File: src/inc/dor_map.svh
`ifndef DOR_MAP_SVH
`define DOR_MAP_SVH
// Register indexes on the plain port (word address)
`define DOR_ADDR_W          4
`define DOR_IDX_ENTRY0      4'h0
`define DOR_NUM_OUT         4
`define DOR_IDX_CTRL        4'h8
`define DOR_IDX_CTRLWORD    4'h9
`define DOR_IDX_PINS        4'ha
`define DOR_IDX_BRAKE_PER   4'hb
`define DOR_IDX_BRAKE_ON    4'hc
// Field positions and values
`define DOR_ROUTE_EN_BIT    0
`define DOR_INV_BIT         7
`define DOR_SEL_MSB         4
`define DOR_ENTRY_RESET     16'hffff
`define DOR_ENTRY_OFF       16'hffff
`define DOR_SRC_ONE         8'h00
`define DOR_SRC_ZERO        8'h01
`define DOR_SRC_ENC_LO      8'h02
`define DOR_SRC_ENC_HI      8'h08
`define DOR_SRC_POS_LO      8'h09
`define DOR_SRC_POS_HI      8'h0f
`define DOR_SRC_BRAKE       8'h10
`define DOR_SRC_BRAKE_N     8'h11
`define DOR_BRAKE_BIT       0
// Timing: clock and output frequency limits
`define DOR_CLK_HZ          25000000
`define DOR_SWPWM_MAX_HZ    2000
`define DOR_OUT_MAX_HZ      500
// Least cycles between toggles (half period), rounded up
`define DOR_SWPWM_GAP  ((`DOR_CLK_HZ + 2*`DOR_SWPWM_MAX_HZ - 1) / (2*`DOR_SWPWM_MAX_HZ))
`define DOR_OUT_GAP    ((`DOR_CLK_HZ + 2*`DOR_OUT_MAX_HZ - 1) / (2*`DOR_OUT_MAX_HZ))
`endif

File: src/inc/dor_pkg.sv
package dor_pkg;
    // Bus request carrier
    typedef struct packed {
        logic       wr;
        logic       rd;
        logic [3:0] addr;
        logic [31:0] wdata;
    } dor_bus_t;
    // One routing entry
    typedef struct packed {
        logic [7:0] src;
        logic [7:0] gate;
    } dor_entry_t;
    // Pulse shaper states
    typedef enum logic [1:0] {
        DOR_IDLE = 2'b00,
        DOR_HIGH = 2'b01,
        DOR_LOW  = 2'b10
    } dor_shape_t;
endpackage : dor_pkg

File: src/hw/dor_divider.sv
`include "dor_map.svh"
// Divides an increment strobe by 2**sel, sel 0..6
module dor_divider
    import dor_pkg::*;
(
    input  wire logic       clk,
    input  wire logic       reset,
    input  wire logic       inc,
    input  wire logic [2:0] sel,
    output      logic       tick
);
    // State of the divider
    typedef struct packed {
        logic [5:0] cnt;
        logic       tick;
    } dor_div_st_t;
    dor_div_st_t st, next_st;
    logic [5:0] lim;
    // Terminal count from selection
    assign lim = 6'((7'h01 << sel) - 7'h01);
    // Count increments, tick on wrap
    always_comb begin
        next_st = st;
        next_st.tick = 1'b0;
        if (inc) begin
            if (st.cnt >= lim) begin
                next_st.cnt  = 6'h00;
                next_st.tick = 1'b1;
            end else begin
                next_st.cnt = st.cnt + 6'h01;
            end
        end
    end
    // Register state
    always_ff @(posedge clk) begin
        if (reset) begin
            st <= '0;
        end else begin
            st <= next_st;
        end
    end
    assign tick = st.tick;
endmodule : dor_divider

File: src/hw/dor_shaper.sv
`include "dor_map.svh"
// Turns ticks into pulses with a least high and low time; extra ticks are counted
module dor_shaper
    import dor_pkg::*;
#(
    parameter int GAP = 1
) (
    input  wire logic clk,
    input  wire logic reset,
    input  wire logic tick,
    output      logic pulse
);
    typedef struct packed {
        dor_shape_t  state;
        logic [15:0] cnt;
        logic [7:0]  pend;
    } dor_shp_st_t;
    localparam logic [15:0] GAP_M1 = 16'(GAP - 1);
    dor_shp_st_t st, next_st;
    logic [7:0] pend_in;
    // Saturating count of waiting ticks
    assign pend_in = (tick && st.pend != 8'hff) ? st.pend + 8'h01 : st.pend;
    // Shaper machine
    always_comb begin
        next_st = st;
        next_st.pend = pend_in;
        unique case (st.state)
            DOR_IDLE: begin
                if (pend_in != 8'h00) begin
                    next_st.state = DOR_HIGH;
                    next_st.cnt   = 16'h0000;
                    next_st.pend  = pend_in - 8'h01;
                end
            end
            DOR_HIGH: begin
                if (st.cnt >= GAP_M1) begin
                    next_st.state = DOR_LOW;
                    next_st.cnt   = 16'h0000;
                end else begin
                    next_st.cnt = st.cnt + 16'h0001;
                end
            end
            DOR_LOW: begin
                if (st.cnt >= GAP_M1) begin
                    next_st.state = DOR_IDLE;
                end else begin
                    next_st.cnt = st.cnt + 16'h0001;
                end
            end
            default: begin
                next_st.state = DOR_IDLE;
            end
        endcase
    end
    // Register state
    always_ff @(posedge clk) begin
        if (reset) begin
            st <= '{DOR_IDLE, 16'h0000, 8'h00};
        end else begin
            st <= next_st;
        end
    end
    assign pulse = (st.state == DOR_HIGH);
endmodule : dor_shaper

File: src/hw/dor_route.sv
// Functional notes
// - Entry 0 software PWM, entry 1+ outputs
// - Software PWM 2 kHz, others 500 Hz
// - Entry: high byte source, low gate
// - Bit 7 inverts the gating bit sense
// - Entry value ffff disables that output
// - Source 00 constant one, 01 zero
// - Sources 02-08 encoder, divide 1..64
// - Sources 09-0f position, divide 1..64
// - Source 10 brake PWM, 11 inverted
// - Divider one gives pulse per increment
// - Brake control drives control word bit 0
// - Entries act only with routing enabled
`include "dor_map.svh"
module dor_route
    import dor_pkg::*;
(
    input  wire logic                        CLK,
    input  wire logic                        RESET,
    input  wire logic [3:0]                  ADDR,
    input  wire logic [31:0]                 WDATA,
    input  wire logic                        WR,
    input  wire logic                        RD,
    output      logic [31:0]                 RDATA,
    input  wire logic                        ENC_INC,
    input  wire logic                        POS_INC,
    input  wire logic                        BRAKE_REQ,
    output      logic [`DOR_NUM_OUT-1:0]     OUT_PIN
);
    ////////////////////////////////////////////////////////////////////////
    // Types and state
    typedef struct packed {
        dor_entry_t [`DOR_NUM_OUT-1:0] entry;  // Routing table
        logic                          route_en; // Routing enable
        logic [31:0]                   ctrl_word; // Output control word
        logic [15:0]                   brake_per; // Brake PWM period
        logic [15:0]                   brake_on;  // Brake PWM on time
        logic [15:0]                   brake_cnt; // Brake PWM phase
        logic                          brake_pwm; // Brake PWM level
        logic [31:0]                   rdata;     // Read answer
        logic [`DOR_NUM_OUT-1:0]       pins;      // Pin levels
    } dor_st_t;
    dor_st_t st, next_st;
    dor_bus_t bus;
    logic [`DOR_NUM_OUT-1:0] enc_tick;   // Divided encoder ticks
    logic [`DOR_NUM_OUT-1:0] pos_tick;   // Divided position ticks
    logic [`DOR_NUM_OUT-1:0] src_tick;   // Selected tick per output
    logic [`DOR_NUM_OUT-1:0] shaped;     // Rate limited pulses
    logic [`DOR_NUM_OUT-1:0] pin_val;    // Computed pin levels

    assign bus = '{WR, RD, ADDR, WDATA};

    ////////////////////////////////////////////////////////////////////////
    // Helpers
    // Divider select from source code
    function automatic logic [2:0] div_sel(input logic [7:0] src);
        logic [7:0] d;
        d = 8'h00;
        if (src >= `DOR_SRC_POS_LO) begin
            d = src - `DOR_SRC_POS_LO;
        end else if (src >= `DOR_SRC_ENC_LO) begin
            d = src - `DOR_SRC_ENC_LO;
        end
        return d[2:0];
    endfunction : div_sel
    // Gating condition from entry and control word
    // bit 7 inverts sense
    function automatic logic gate_on(input dor_entry_t e, input logic [31:0] cw);
        logic b;
        b = cw[e.gate[`DOR_SEL_MSB:0]];
        return e.gate[`DOR_INV_BIT] ? ~b : b;
    endfunction : gate_on

    ////////////////////////////////////////////////////////////////////////
    // Per output pulse path
    genvar g;
    generate
        for (g = 0; g < `DOR_NUM_OUT; g++) begin : g_out
            dor_divider u_enc (
                .clk   (CLK),
                .reset (RESET),
                .inc   (ENC_INC),
                .sel   (div_sel(st.entry[g].src)),
                .tick  (enc_tick[g])
            );
            dor_divider u_pos (
                .clk   (CLK),
                .reset (RESET),
                .inc   (POS_INC),
                .sel   (div_sel(st.entry[g].src)),
                .tick  (pos_tick[g])
            );
            // Tick chosen by source range
            assign src_tick[g] =
                (st.entry[g].src >= `DOR_SRC_ENC_LO && st.entry[g].src <= `DOR_SRC_ENC_HI)
                    ? enc_tick[g] :
                (st.entry[g].src >= `DOR_SRC_POS_LO && st.entry[g].src <= `DOR_SRC_POS_HI)
                    ? pos_tick[g] : 1'b0;
            dor_shaper #(
                .GAP ((g == 0) ? `DOR_SWPWM_GAP : `DOR_OUT_GAP)
            ) u_shp (
                .clk   (CLK),
                .reset (RESET),
                .tick  (src_tick[g]),
                .pulse (shaped[g])
            );
        end
    endgenerate

    ////////////////////////////////////////////////////////////////////////
    // Pin level selection
    always_comb begin
        for (int i = 0; i < `DOR_NUM_OUT; i++) begin
            pin_val[i] = 1'b0;
            if (st.route_en) begin
                if (st.entry[i] == `DOR_ENTRY_OFF) begin
                    pin_val[i] = 1'b0;
                end else if (!gate_on(st.entry[i], st.ctrl_word)) begin
                    pin_val[i] = 1'b0;
                end else begin
                    if (st.entry[i].src == `DOR_SRC_ONE) begin
                        pin_val[i] = 1'b1;
                    end else if (st.entry[i].src == `DOR_SRC_ZERO) begin
                        pin_val[i] = 1'b0;
                    end else if (st.entry[i].src == `DOR_SRC_BRAKE) begin
                        pin_val[i] = st.brake_pwm;
                    end else if (st.entry[i].src == `DOR_SRC_BRAKE_N) begin
                        pin_val[i] = ~st.brake_pwm;
                    end else begin
                        pin_val[i] = shaped[i];
                    end
                end
            end
        end
    end

    ////////////////////////////////////////////////////////////////////////
    // Next state: bus, brake PWM, pins
    always_comb begin
        next_st = st;
        next_st.rdata = 32'h00000000;
        // Brake PWM phase counter
        if (st.brake_cnt >= st.brake_per) begin
            next_st.brake_cnt = 16'h0000;
        end else begin
            next_st.brake_cnt = st.brake_cnt + 16'h0001;
        end
        next_st.brake_pwm = (st.brake_cnt < st.brake_on);
        // Register writes
        if (bus.wr) begin
            if (bus.addr < 4'(`DOR_NUM_OUT)) begin
                next_st.entry[bus.addr[1:0]] = bus.wdata[15:0];
            end else if (bus.addr == `DOR_IDX_CTRL) begin
                next_st.route_en = bus.wdata[`DOR_ROUTE_EN_BIT];
            end else if (bus.addr == `DOR_IDX_CTRLWORD) begin
                next_st.ctrl_word = bus.wdata;
            end else if (bus.addr == `DOR_IDX_BRAKE_PER) begin
                next_st.brake_per = bus.wdata[15:0];
            end else if (bus.addr == `DOR_IDX_BRAKE_ON) begin
                next_st.brake_on = bus.wdata[15:0];
            end
        end
        next_st.ctrl_word[`DOR_BRAKE_BIT] = BRAKE_REQ;
        // Register reads, unmapped read zero
        if (bus.rd) begin
            if (bus.addr < 4'(`DOR_NUM_OUT)) begin
                next_st.rdata = {16'h0000, st.entry[bus.addr[1:0]]};
            end else if (bus.addr == `DOR_IDX_CTRL) begin
                next_st.rdata = {31'h0, st.route_en};
            end else if (bus.addr == `DOR_IDX_CTRLWORD) begin
                next_st.rdata = st.ctrl_word;
            end else if (bus.addr == `DOR_IDX_PINS) begin
                next_st.rdata = {28'h0000000, st.pins};
            end else if (bus.addr == `DOR_IDX_BRAKE_PER) begin
                next_st.rdata = {16'h0000, st.brake_per};
            end else if (bus.addr == `DOR_IDX_BRAKE_ON) begin
                next_st.rdata = {16'h0000, st.brake_on};
            end
        end
        next_st.pins = pin_val;
    end

    ////////////////////////////////////////////////////////////////////////
    // State register
    always_ff @(posedge CLK) begin
        if (RESET) begin
            st <= '0;
            for (int i = 0; i < `DOR_NUM_OUT; i++) begin
                st.entry[i] <= `DOR_ENTRY_RESET;
            end
        end else begin
            st <= next_st;
        end
    end

    assign RDATA   = st.rdata;
    assign OUT_PIN = st.pins;

    ////////////////////////////////////////////////////////////////////////
    // Assertions
    property p_off_zero;
        @(posedge CLK) disable iff (RESET)
        (!st.route_en) |=> (OUT_PIN == '0);
    endproperty
    a_off_zero: assert property (p_off_zero) else $error("Pins high with routing off");

    property p_ffff_zero;
        @(posedge CLK) disable iff (RESET)
        (st.entry[1] == 16'hffff) |=> !OUT_PIN[1];
    endproperty
    a_ffff_zero: assert property (p_ffff_zero) else $error("Disabled entry drives pin");

    property p_const_one;
        @(posedge CLK) disable iff (RESET)
        (st.route_en && st.entry[1].src == 8'h00 && gate_on(st.entry[1], st.ctrl_word))
            |=> OUT_PIN[1];
    endproperty
    a_const_one: assert property (p_const_one) else $error("Constant one missing");

    property p_const_zero;
        @(posedge CLK) disable iff (RESET)
        (st.entry[1].src == 8'h01) |=> !OUT_PIN[1];
    endproperty
    a_const_zero: assert property (p_const_zero) else $error("Constant zero broken");

    property p_gate_zero;
        @(posedge CLK) disable iff (RESET)
        (!gate_on(st.entry[1], st.ctrl_word)) |=> !OUT_PIN[1];
    endproperty
    a_gate_zero: assert property (p_gate_zero) else $error("Ungated pin high");

    property p_inv_gate;
        @(posedge CLK) disable iff (RESET)
        (st.route_en && st.entry[1].src == 8'h00 && st.entry[1].gate[7]
            && !st.ctrl_word[st.entry[1].gate[4:0]]) |=> OUT_PIN[1];
    endproperty
    a_inv_gate: assert property (p_inv_gate) else $error("Inverted gate failed");

    property p_brake_bit;
        @(posedge CLK) disable iff (RESET)
        BRAKE_REQ |=> st.ctrl_word[0];
    endproperty
    a_brake_bit: assert property (p_brake_bit) else $error("Brake bit not driven");

    property p_brake_src;
        @(posedge CLK) disable iff (RESET)
        (st.route_en && st.entry[2].src == 8'h11
            && (st.ctrl_word[st.entry[2].gate[4:0]] ^ st.entry[2].gate[7]))
            |=> (OUT_PIN[2] == !$past(st.brake_pwm));
    endproperty
    a_brake_src: assert property (p_brake_src) else $error("Inverted brake PWM wrong");

    property p_brake_pin;
        @(posedge CLK) disable iff (RESET)
        (st.route_en && st.entry[2].src == 8'h10
            && (st.ctrl_word[st.entry[2].gate[4:0]] ^ st.entry[2].gate[7]))
            |=> (OUT_PIN[2] == $past(st.brake_pwm));
    endproperty
    a_brake_pin: assert property (p_brake_pin) else $error("Brake PWM not routed");

    property p_read_lat;
        @(posedge CLK) disable iff (RESET)
        (RD && ADDR == 4'h8) |=> (RDATA == {31'h0, $past(st.route_en)});
    endproperty
    a_read_lat: assert property (p_read_lat) else $error("Read data wrong");

    property p_wr_route;
        @(posedge CLK) disable iff (RESET)
        (WR && ADDR == 4'h8) |=> (st.route_en == $past(WDATA[0]));
    endproperty
    a_wr_route: assert property (p_wr_route) else $error("Routing enable not written");

    property p_read_entry;
        @(posedge CLK) disable iff (RESET)
        (RD && ADDR == 4'h1) |=> (RDATA == {16'h0, $past(st.entry[1])});
    endproperty
    a_read_entry: assert property (p_read_entry) else $error("Entry read wrong");

    property p_pwm_gate;
        @(posedge CLK) disable iff (RESET)
        !(st.ctrl_word[st.entry[0].gate[4:0]] ^ st.entry[0].gate[7]) |=> !OUT_PIN[0];
    endproperty
    a_pwm_gate: assert property (p_pwm_gate) else $error("Ungated soft PWM pin high");

    // Main scenarios reached
    c_enc: cover property (@(posedge CLK) disable iff (RESET)
        st.entry[0].src == 8'h02 && OUT_PIN[0]);
    c_pos: cover property (@(posedge CLK) disable iff (RESET)
        st.entry[0].src == 8'h0a && OUT_PIN[0]);
    c_pwm: cover property (@(posedge CLK) disable iff (RESET)
        st.entry[2].src == 8'h10 && OUT_PIN[2]);
    c_pwm_n: cover property (@(posedge CLK) disable iff (RESET)
        st.entry[2].src == 8'h11 && OUT_PIN[2]);
    c_inv: cover property (@(posedge CLK) disable iff (RESET)
        st.entry[1].gate[7] && OUT_PIN[1]);
endmodule : dor_route

File: config.mk
export PLATFORM = sky130hd
export DESIGN_NAME = dor_route
export DESIGN_NICKNAME = d
export VERILOG_FILES = /design/src/inc/dor_pkg.sv /design/src/hw/dor_divider.sv /design/src/hw/dor_shaper.sv /design/src/hw/dor_route.sv
export VERILOG_INCLUDE_DIRS = /design/src /design/src/inc
export SDC_FILE = /design/constraint.sdc
export NUM_CORES = 1
export LEC_CHECK = 0
export BUFFER_PORTS_ARGS = -buffer_cell sky130_fd_sc_hd__buf_4
export CAP_MARGIN = 20
export CORE_MARGIN = 1.5
export CORE_UTILIZATION = 55
export DETAILED_ROUTE_END_ITERATION = 10
export PLACE_DENSITY_LB_ADDON = 0.3
export SETUP_SLACK_MARGIN = 0.05
export SYNTH_ARGS = -nofsm -noshare
export SYNTH_HDL_FRONTEND = slang
export SYNTH_SLANG_ARGS = --single-unit
File: constraint.sdc
create_clock -name CLK -period 5.4 [get_ports CLK]
set_clock_uncertainty 0.15 [all_clocks]
set_input_delay 1.08 -clock CLK [delete_from_list [all_inputs] [get_ports CLK]]
set_output_delay 1.08 -clock CLK [all_outputs]
set_load 0.05 [all_outputs]
# Yosys cells after proc, flatten, opt, wreduce, memory -nomap -nowiden
# Index checks and enable logic that the tools add are counted.
# op_classes
eq_ne	49
n_bitwise	17
order_cmp	37
addsub	33
shift	4
n_reduce_logical	51
n_mux	107
# op_table
cell	n
$mux W16	15
$pmux W16 S3	4
$mux W26	4
$add A16 B1 Y16 const B	5
$bwmux W64	1
$eq A16 B16 Y1 const B	4
$eq A8 B5 Y1 const B	8
$le A8 B4 Y1 const B	8
$mux W8	8
$add A6 B1 Y6 const B	8
$ge A16 B15 Y1 const B	3
$ge A6 B6 Y1	8
$mux W6	8
$mux W1	40
$add A8 B1 Y8 const B	4
$bmux W16 S2	1
$demux W16 S2	1
$eq A8 B1 Y1 const B	4
$ge A8 B2 Y1 const B	4
$ge A8 B4 Y1 const B	4
$logic_not A8 Y1	4
$mux W32	1
$ne A8 B8 Y1 const B	4
$reduce_bool A8 Y1	4
other kinds (32)	143
# word_totals
wordCells	347
inputBits	43
regBits	342
out_inout_bits	36

# Longest topological paths before layout
# Gate-level depths: netlist of the first run.
# logic_depth
word_depth	9
mapped_depth	17
ltp_nobuf	17

# Cells and area by module
# From an unflattened synthesis of the first run, not the netlist that was laid out.
# unflattened
cells_unflattened	2480
area_unflattened_um2	21484.4
# by_module_without_submodules
mod	seq_area_each_um2	cells_each	instances	area_per_inst_um2
dor_route	3643.5	1218	1	10508.8
dor_divider	140.1	48	8	470.5
dor_shaper (g_out[1].u_shp ...)	520.5	220	2	1860.5
dor_shaper (g_out[0].u_shp)	520.5	217	1	1775.5
dor_shaper (g_out[3].u_shp)	520.5	221	1	1715.4

# Worst setup path after synthesis of the first run
# OpenSTA, ideal clock, no wires.
# synth_path
path_kind	reg2reg
start	reg st[175] (netlist name)
end	reg g_out[3].u_enc.st[3] (netlist name)
synth_period_minus_slack_ns	4.277
n_path_buf	0
setup_slack_ns	1.123
t_arrival_ns	4.049
setup_ns	0.078
path_stages_with_launch	16
cell_sequence	dfxtp_1 > inv_1 > ha_1 > or3b_1 > a21oi_4 > mux2_2 > or3_1 > ha_1 > xnor2_1 > ha_1 > a21oi_1 > o21ai_0 > maj3_1 > a311oi_2 > a21oi_1 > nor3_1
# synth_via
elab_chain_len	7
elab_cells_between_ends	10
# synth_lines
element	line	rtl
start, declared	dor_route.sv:43	dor_st_t st, next_st;
start signal, assigned	dor_route.sv:192	st <= next_st;
$ge A8 B2 Y1 (no line) / $sub A3 B2 Y3 (equally long branches)	-	
$mux W3	dor_route.sv:61	end else if (src >= `DOR_SRC_ENC_LO) begin
$mux W3 *	dor_route.sv:59	if (src >= `DOR_SRC_POS_LO) begin
$shl A1 B3 Y6 *	dor_divider.sv:20	assign lim = 6'((7'h01 << sel) - 7'h01);
$sub A6 B1 Y6 *	dor_divider.sv:20	
$ge A6 B6 Y1 *	dor_divider.sv:26	if (st.cnt >= lim) begin
$mux W6 *	dor_divider.sv:26	
end signal, assigned	dor_divider.sv:39	st <= next_st;
end, declared	dor_divider.sv:17	dor_div_st_t st, next_st;
# Mark *: on every way between the ends. The rest lies on a longest branch, timed or not.
# A chain may end at the register's enable or synchronous reset.

# Worst setup path in the final report of the first run
# layout_path
start	reg st[143] (netlist name)
end	reg g_out[1].u_pos.st[1] (netlist name)
# layout_via
elab_chain_len	7
elab_cells_between_ends	10
# layout_lines
element	line
$ge A8 B2 Y1 (no line) / $sub A3 B2 Y3 (equally long branches)	-
$mux W3	dor_route.sv:61
$mux W3 *	dor_route.sv:59
$shl A1 B3 Y6 *	dor_divider.sv:20
$sub A6 B1 Y6 *	dor_divider.sv:20
$ge A6 B6 Y1 *	dor_divider.sv:26
$mux W6 *	dor_divider.sv:26
end signal, assigned	dor_divider.sv:39
end, declared	dor_divider.sv:17
# Marks and branches as above.

==> reports/metrics.cfg, run 1 <==
[synth]
syn-num-nets = 2605
synth_area_leaders = dfxtp_1 33%, ha_1 7.9%, nand2_1 6.8%
synth_cells = 2432
ys_seq_area_share_pct = 33.2
ys_ff_latch = 342
synth_top_area_cell = dfxtp_1
synth-edff-count = 0
synth_ff_type = dfxtp_1
async_flop_share_pct = 0
synth_top_area_share_pct = 33.2
syn_area_per_cell_sq_um = 8.48
yosysWarnings = 0
post_synth_num_cell_types = 89
synth_area_sq_um = 20600

[critical_path]
startpoint_type = flip-flop
crit_slowest_cell = mux2i_1
cp_cell_sequence = inv_1 -> ha_1 -> or3b_1 -> a21oi_1 -> mux2i_1 -> or3_1 -> ha_1 -> xnor2_1 -> ha_1 -> a21oi_1 -> o21ai_0 -> maj3_1 -> a31oi_1 -> nand3_1 -> or4_1 -> o31ai_1
crit_required_ns = 5.72
crit_buf_inv = 1
critPathMaxFanout = 9
slowest_delay_ns = 0.64
critical_path_arrival_ns = 5.11
path_class = reg2reg
crit_path_end_kind = flip-flop
path_delay_family = simple AND/OR/NAND/NOR gates
cpMostUsedCell = ha_1

[cts]
postCtsSetupBuffers = 0
htreeDepth = 2
clkLatencyLatePin_ns = 0.58
root_buffer = clkbuf_16
holdBufCountCts = 0
clock-sinks = 342
cts_buffer_depth = 3
cts_buffers = 39
cts_resized = 0
cts_tree = built
clkTransAtPathRegs_ns = 0.06

[place]
routabilityCongestion = 0.978
dp_slack_ns = 0.666
dpl.hpwl_um = 36700
io_buffer_count = 78

[detailed_routing]
dr_total_vias = 17949
drt-total-wl_um = 52400
drt_iter0_drc = 1369
drtPass1Iterations = 5
routedWlPerCell_um = 18.1
via_per_inst = 6.19
final_antenna_net_count = 0
post-route-drc-count = 0

[power_and_ir_drop]
p_clk_share_pct = 34.1
finalPower_mw = 7.84
pwr-share-comb_pct = 28.2
power_density_nw_per_um2 = 349
p_int_mw = 5.18
p_leak_nw = 8.74
switching_share_pct = 33.9
pwr-share-seq_pct = 37.7
peakVddDrop_mv = 0.307
netSwitchingPower_mw = 2.66

[timing]
slew_headroom_pct = 30.8
finalCriticalPeriod_ns = 4.79
setup_viol = 0
whs_ns = 0.319
rsz0062_at_grt = false
drv_slew = 0
timing.final.crit_share_pct = 88.8
final.setup.tns_ns = 0
hold_violations = 0
fmax_mhz = 209
fin_ws_ns = 0.607
worst_slew_pin_slew_ns = 1.03

[cells_and_area]
fill_cells = 3116
drive_above_1_share_pct = 11.8
n_antenna_cell = 0
fin_nets = 2579
seqCellArea_sq_um = 6850
multi_input_area_sq_um = 12600
syn2layout_area_growth_pct = 8.92

[grt]
grt_pass1_wl_um = 84900
grt_start_max_net_pins = 115
overflow = 0
grt_antenna_before_repair = 0
track_usage_pct = 26.8
grt_pass1_vias = 17064

[flow_run]
drv_cap = 0

[worst_hold_path]
min_path_type = reg2reg

[floorplan]
dieArea_sq_um = 38600
ios = 79
fp.dieH_um = 197
rows = 70
die_x_um = 197
core_sq_um = 36800
initial_core_util_pct = 56.0

[run_status]
status = finished, final reports clean

==> registers in the layout (all words and copies together), names as in the netlist <==
name / flops
st: 146
g_out.u_shp.st: 104
RDATA: 32
g_out.u_enc.st: 24
g_out.u_pos.st: 24
OUT_PIN: 4
g_out.u_enc.tick: 4
g_out.u_pos.tick: 4
==> cell type report <==
class / count / area share (%)
Inverter: 92 / 1.54
Sequential cell: 342 / 30.5
Clock buffer: 53 / 5.12
Clock inverter: 13 / 0.646
Timing Repair Buffer: 92 / 3.25
Tap cell: 468 / 2.61
Multi-Input combinational cell: 1839 / 56.3
==> stage by stage <==
stage	area, sq um	utilization (%)	cells
after detailed placement	21100	57.4	2830
after global routing	22500	61.0	2899
final	22500	61.0	2899
after global placement	21100	57.4	2830
after floorplan	20600	-	2432
after CTS	22400	60.9	2896
==> worst register-to-register path: cells and delay by family, from the launching register on <==
kind / cells / cell delay, ns
multiplexers: 1 / 0.64
buffers and inverters: 1 / 0.15
XOR/XNOR: 1 / 0.18
flip-flops: 1 / 0.41
AND/OR/NAND/NOR: 4 / 1.19
adder cells (fa/ha/maj): 4 / 1.15
AO/OA/AOI/OAI: 5 / 0.78
==> cells in the mapped netlist (26+ instances only) <==
cell,n
a21oi_1,185
and2_1,40
and3_1,41
buf_4,38
clkbuf_1,97
dfxtp_1,342
ha_1,130
inv_1,90
mux2i_1,46
mux4_2,56
nand2_1,375
nand3_1,96
nand3b_1,26
nand4_1,46
nor2_1,140
nor2b_1,28
nor3_1,73
o21ai_0,88
xnor2_1,50
xor2_1,59
==> power by group through the flow <==
stage | Combinational, mW | Clock (mW) | Sequential, mW
4_1_cts | 2.20 | 2.72 | 2.95
6_report | 2.21 | 2.67 | 2.96
3_5_place_dp | 2.18 | 0 | 3.00
3_3_place_gp | 2.11 | 0 | 2.99
2_1_floorplan | 1.84 | 0 | 2.88
5_1_grt | 2.48 | 2.82 | 2.99
==> final timing paths <==
kind,startpoint,cells past startpoint,slack (ns),end
worst max-delay path,st[143],16,0.61,g_out[1].u_pos.st[1]
worst min-delay path,g_out[0].u_shp.st[20],1,0.32,g_out[0].u_shp.st[20]
worst max register to register,st[143],16,0.61,g_out[1].u_pos.st[1]
worst min register to register,g_out[0].u_shp.st[20],1,0.32,g_out[0].u_shp.st[20]
==> metal layers <==
metal | global-route usage [%] | wire, um | vias to the layer above
li1 | - | - | 8605
met1 | 33.4 | 21800 | 8541
met2 | 45.3 | 24600 | 667
met3 | 5.56 | 4050 | 136
met4 | 10.4 | 1960 | 0
met5 | 0 | 0 | -
==> cells in the final DEF, fill, tap and decap left out, types with 39 or more instances in the layout <==
master,count
inv_1,90
nor3_1,72
ha_1,130
and3_1,41
xnor2_1,50
mux4_2,56
mux2i_1,46
dfxtp_1,342
nand4_1,46
a21oi_1,185
xor2_1,59
nand3_1,96
and2_1,40
o21ai_0,88
nor2_1,139
buf_4,88
nand2_1,375
clkbuf_16,39
==> logic make-up (layout without fill, tap and decap cells) <==
kind of cell,count (synthesis),after routing,share of synthesized area (%)
xor+xnor,109,109,4.63
simple gates,984,984,23.5
fa+ha+maj,142,142,8.50
buf+inv,251,250,5.45
mux,117,117,9.21
flops,342,342,33.2
compound gates,487,487,15.5
Power figures use the tool's default switching activity.
==> inputs of run 2 (changes only) <==
ABC_AREA = 1   (was unset)
==> run 2 against run 1 <==
- core utilization rose by 0.43 points
- sequential power grew 10%
- non-clock buffer count grew 1
- synthesized cell count rose by 28%
- worst setup slack gained 1.0 ns
- global-route usage grew 1.1 points
- via count rose by 16%
- synthesized area increased by 3.6%
- highest routed layer unchanged
==> reports/metrics.cfg, run 2 <==
[grt]
track_usage_pct = 27.9
overflow = 0
grt_start_max_net_pins = 147
grt_pass1_wl_um = 91600
grt_pass1_vias = 19019
grt_antenna_before_repair = 0

[cells_and_area]
fill_cells = 3481
regMostFlops = st
fin_area_sq_um = 23300
multi_input_area_sq_um = 12300
final_cell_mix = 553 x nand2_1, 350 x inv_1, 342 x dfxtp_1
n_antenna_cell = 0
seqCellArea_sq_um = 6850
drive_above_1_share_pct = 9.22
largest_reg_flops = 146
final_common_cell = nand2_1
fin_util_pct = 61.5
syn2layout_area_growth_pct = 9.19
fin_nets = 3281

[synth]
post_synth_num_cell_types = 54
synth_cells = 3124
synth_xor_area_share_pct = 3.44
synth_top_area_share_pct = 32.1
yosys.area_share.adder_pct = 7.62
synth.cells.most_frequent = 553 x nand2_1, 350 x inv_1, 342 x dfxtp_1, 306 x a21oi_1, 303 x nor2_1
synth_area_sq_um = 21400
ys_seq_area_share_pct = 32.1
syn_area_per_cell_sq_um = 6.84
synth_ff_type = dfxtp_1
synthMuxAreaShare_pct = 0
synth_area_leaders = dfxtp_1 32%, nand2_1 9.7%, ha_1 7.6%
yosysWarnings = 0
ys_ff_latch = 342
synth-edff-count = 0
synth_simple_gate_area_share_pct = 29.3
synth_compound_area_share_pct = 17.3
yosysMostFrequentCell = nand2_1
async_flop_share_pct = 0
synth_top_family_by_area = simple AND/OR/NAND/NOR gates
synth_top_area_cell = dfxtp_1
syn-num-nets = 3297

[flow_run]
drv_cap = 0

[timing]
finalCriticalPeriod_ns = 3.77
timing.final.crit_share_pct = 69.8
rsz0062_at_grt = false
drv_slew = 0
final.setup.tns_ns = 0
setup_viol = 0
slew_headroom_pct = 35.8
worst_slew_pin_slew_ns = 0.961
fmax_mhz = 265
hold_violations = 0

[critical_path]
critPathMaxFanout = 7
worst_r2r_endpoint = g_out[2].u_pos.st[4]
cp-startpoint = st[158]
r2r_setup_slack_ns = 1.63
startpoint_type = flip-flop
crit_required_ns = 5.74
critical_path_arrival_ns = 4.11
crit_path_end_kind = flip-flop
path_class = reg2reg
timing.rr.start = st[158]
rr_worst_depth = 23

[worst_hold_path]
min_path_type = reg2reg
worstHoldStart = g_out[0].u_shp.st[22]
hold_depth = 2
hold_path_end = g_out[0].u_shp.st[22]

[cts]
root_buffer = clkbuf_16
cts_tree = built
htreeDepth = 2
cts_buffers = 40
clock-sinks = 342
postCtsSetupBuffers = 0
clkTransAtPathRegs_ns = 0.06
cts_buffer_depth = 3
clkLatencyLatePin_ns = 0.58
holdBufCountCts = 0
cts_resized = 0

[power_and_ir_drop]
p_leak_nw = 10.3
peakVddDrop_mv = 0.313
power_density_nw_per_um2 = 390

[detailed_routing]
drtPass1Iterations = 6
via_per_inst = 5.69
post-route-drc-count = 0
final_antenna_net_count = 0
dr_total_vias = 20740
drt_iter0_drc = 1739
drt-total-wl_um = 56300
routedWlPerCell_um = 15.4

[place]
io_buffer_count = 78
dpl.hpwl_um = 40300
placed_area_sq_um = 21900
routabilityCongestion = 0.992

[run_status]
status = finished, final reports clean

[floorplan]
core_sq_um = 37900
dieArea_sq_um = 40000
ios = 79
rows = 71
initial_core_util_pct = 56.3
fp.dieH_um = 200
die_x_um = 200

## run 2: cell count changes after synthesis, sizes merged, moves of 46 or more
cell and delta:
mux2i -46, nand2 +204, nor2 +189, mux4 -56, nand3 +185, inv +278
a21oi +120, o21ai +148
## run 2: cells by family (layout without fill, tap and decap cells)
family                   count (synthesis)  in the layout
AND/OR/NAND/NOR                       1362           1362
flip-flops                             342            342
adder cells (fa/ha/maj)                130            130
AO/OA/AOI/OAI                          678            678
XOR/XNOR                                83             83
buffers and inverters                  529            541
## run 2: final cells by class
type                            instances  area share (%)
Multi-Input combinational cell       2253            52.8
Clock buffer                           52            4.70
Inverter                              378            6.11
Timing Repair Buffer                   93            3.16
Sequential cell                       342            29.4
Clock inverter                         18            1.14
Tap cell                              511            2.74
## run 2: metal layers
metal	vias up	share of wire, %	wire (um)	track usage [%]
li1	10350	-	-	-
met1	9509	42	23800	35.0
met2	746	47	26700	48.7
met3	135	7.8	4370	4.84
met4	0	2.5	1390	8.74
met5	-	0	0	0
## run 2: report_power, final
group / switching (mW) / internal, mW
registers: 0.388 / 2.88
logic: 1.96 / 1.07
clock network: 1.13 / 1.68
total: 3.47 / 5.63
## run 2: worst max-delay path: stages (launching register included)
cell and delay (ns):
dfxtp_1 0.38, inv_1 0.15, ha_1 0.26, nand3_1 0.08, nand2_1 0.09, nand2_1 0.13
nor2_1 0.08, nand2_1 0.12, nand2_1 0.11, nor2_1 0.19, nand2_1 0.14, ha_1 0.34
ha_1 0.30, o21ai_0 0.10, nand2_1 0.09, a21oi_1 0.16, o21ai_0 0.12, a21oi_1 0.17
nor2_1 0.07, nand2_1 0.08, nand2_1 0.06, nand2_1 0.08, nand2_1 0.12, nor2_1 0.13
## run 2: metrics by stage
| stage | power [mW] | instances | hold WS (ns) | setup slack (ns) |
|---|---|---|---|---|
| 6_report | 9.10 | 3647 | 0.287 | 1.63 |
| 5_1_grt | 9.77 | 3647 | 0.301 | 1.22 |
| 3_5_place_dp | 6.31 | 3574 | 0.279 | 1.75 |
| 3_3_place_gp | 6.18 | 3573 | 0.278 | 1.89 |
| 2_1_floorplan | 5.76 | 3124 | 0.267 | 2.22 |
| 4_1_cts | 9.14 | 3644 | 0.289 | 1.69 |
## run 2: worst max path at each step
| stage | to | slack (ns) |
|---|---|---|
| global placement | g_out[3].u_pos.st[6] | 1.89 |
| detailed placement | g_out[2].u_pos.st[3] | 1.75 |
| global route | g_out[2].u_enc.tick | 1.22 |
| finish | g_out[2].u_pos.st[4] | 1.63 |
| CTS | g_out[2].u_pos.st[4] | 1.69 |
| floorplan | g_out[3].u_pos.st[1] | 2.22 |
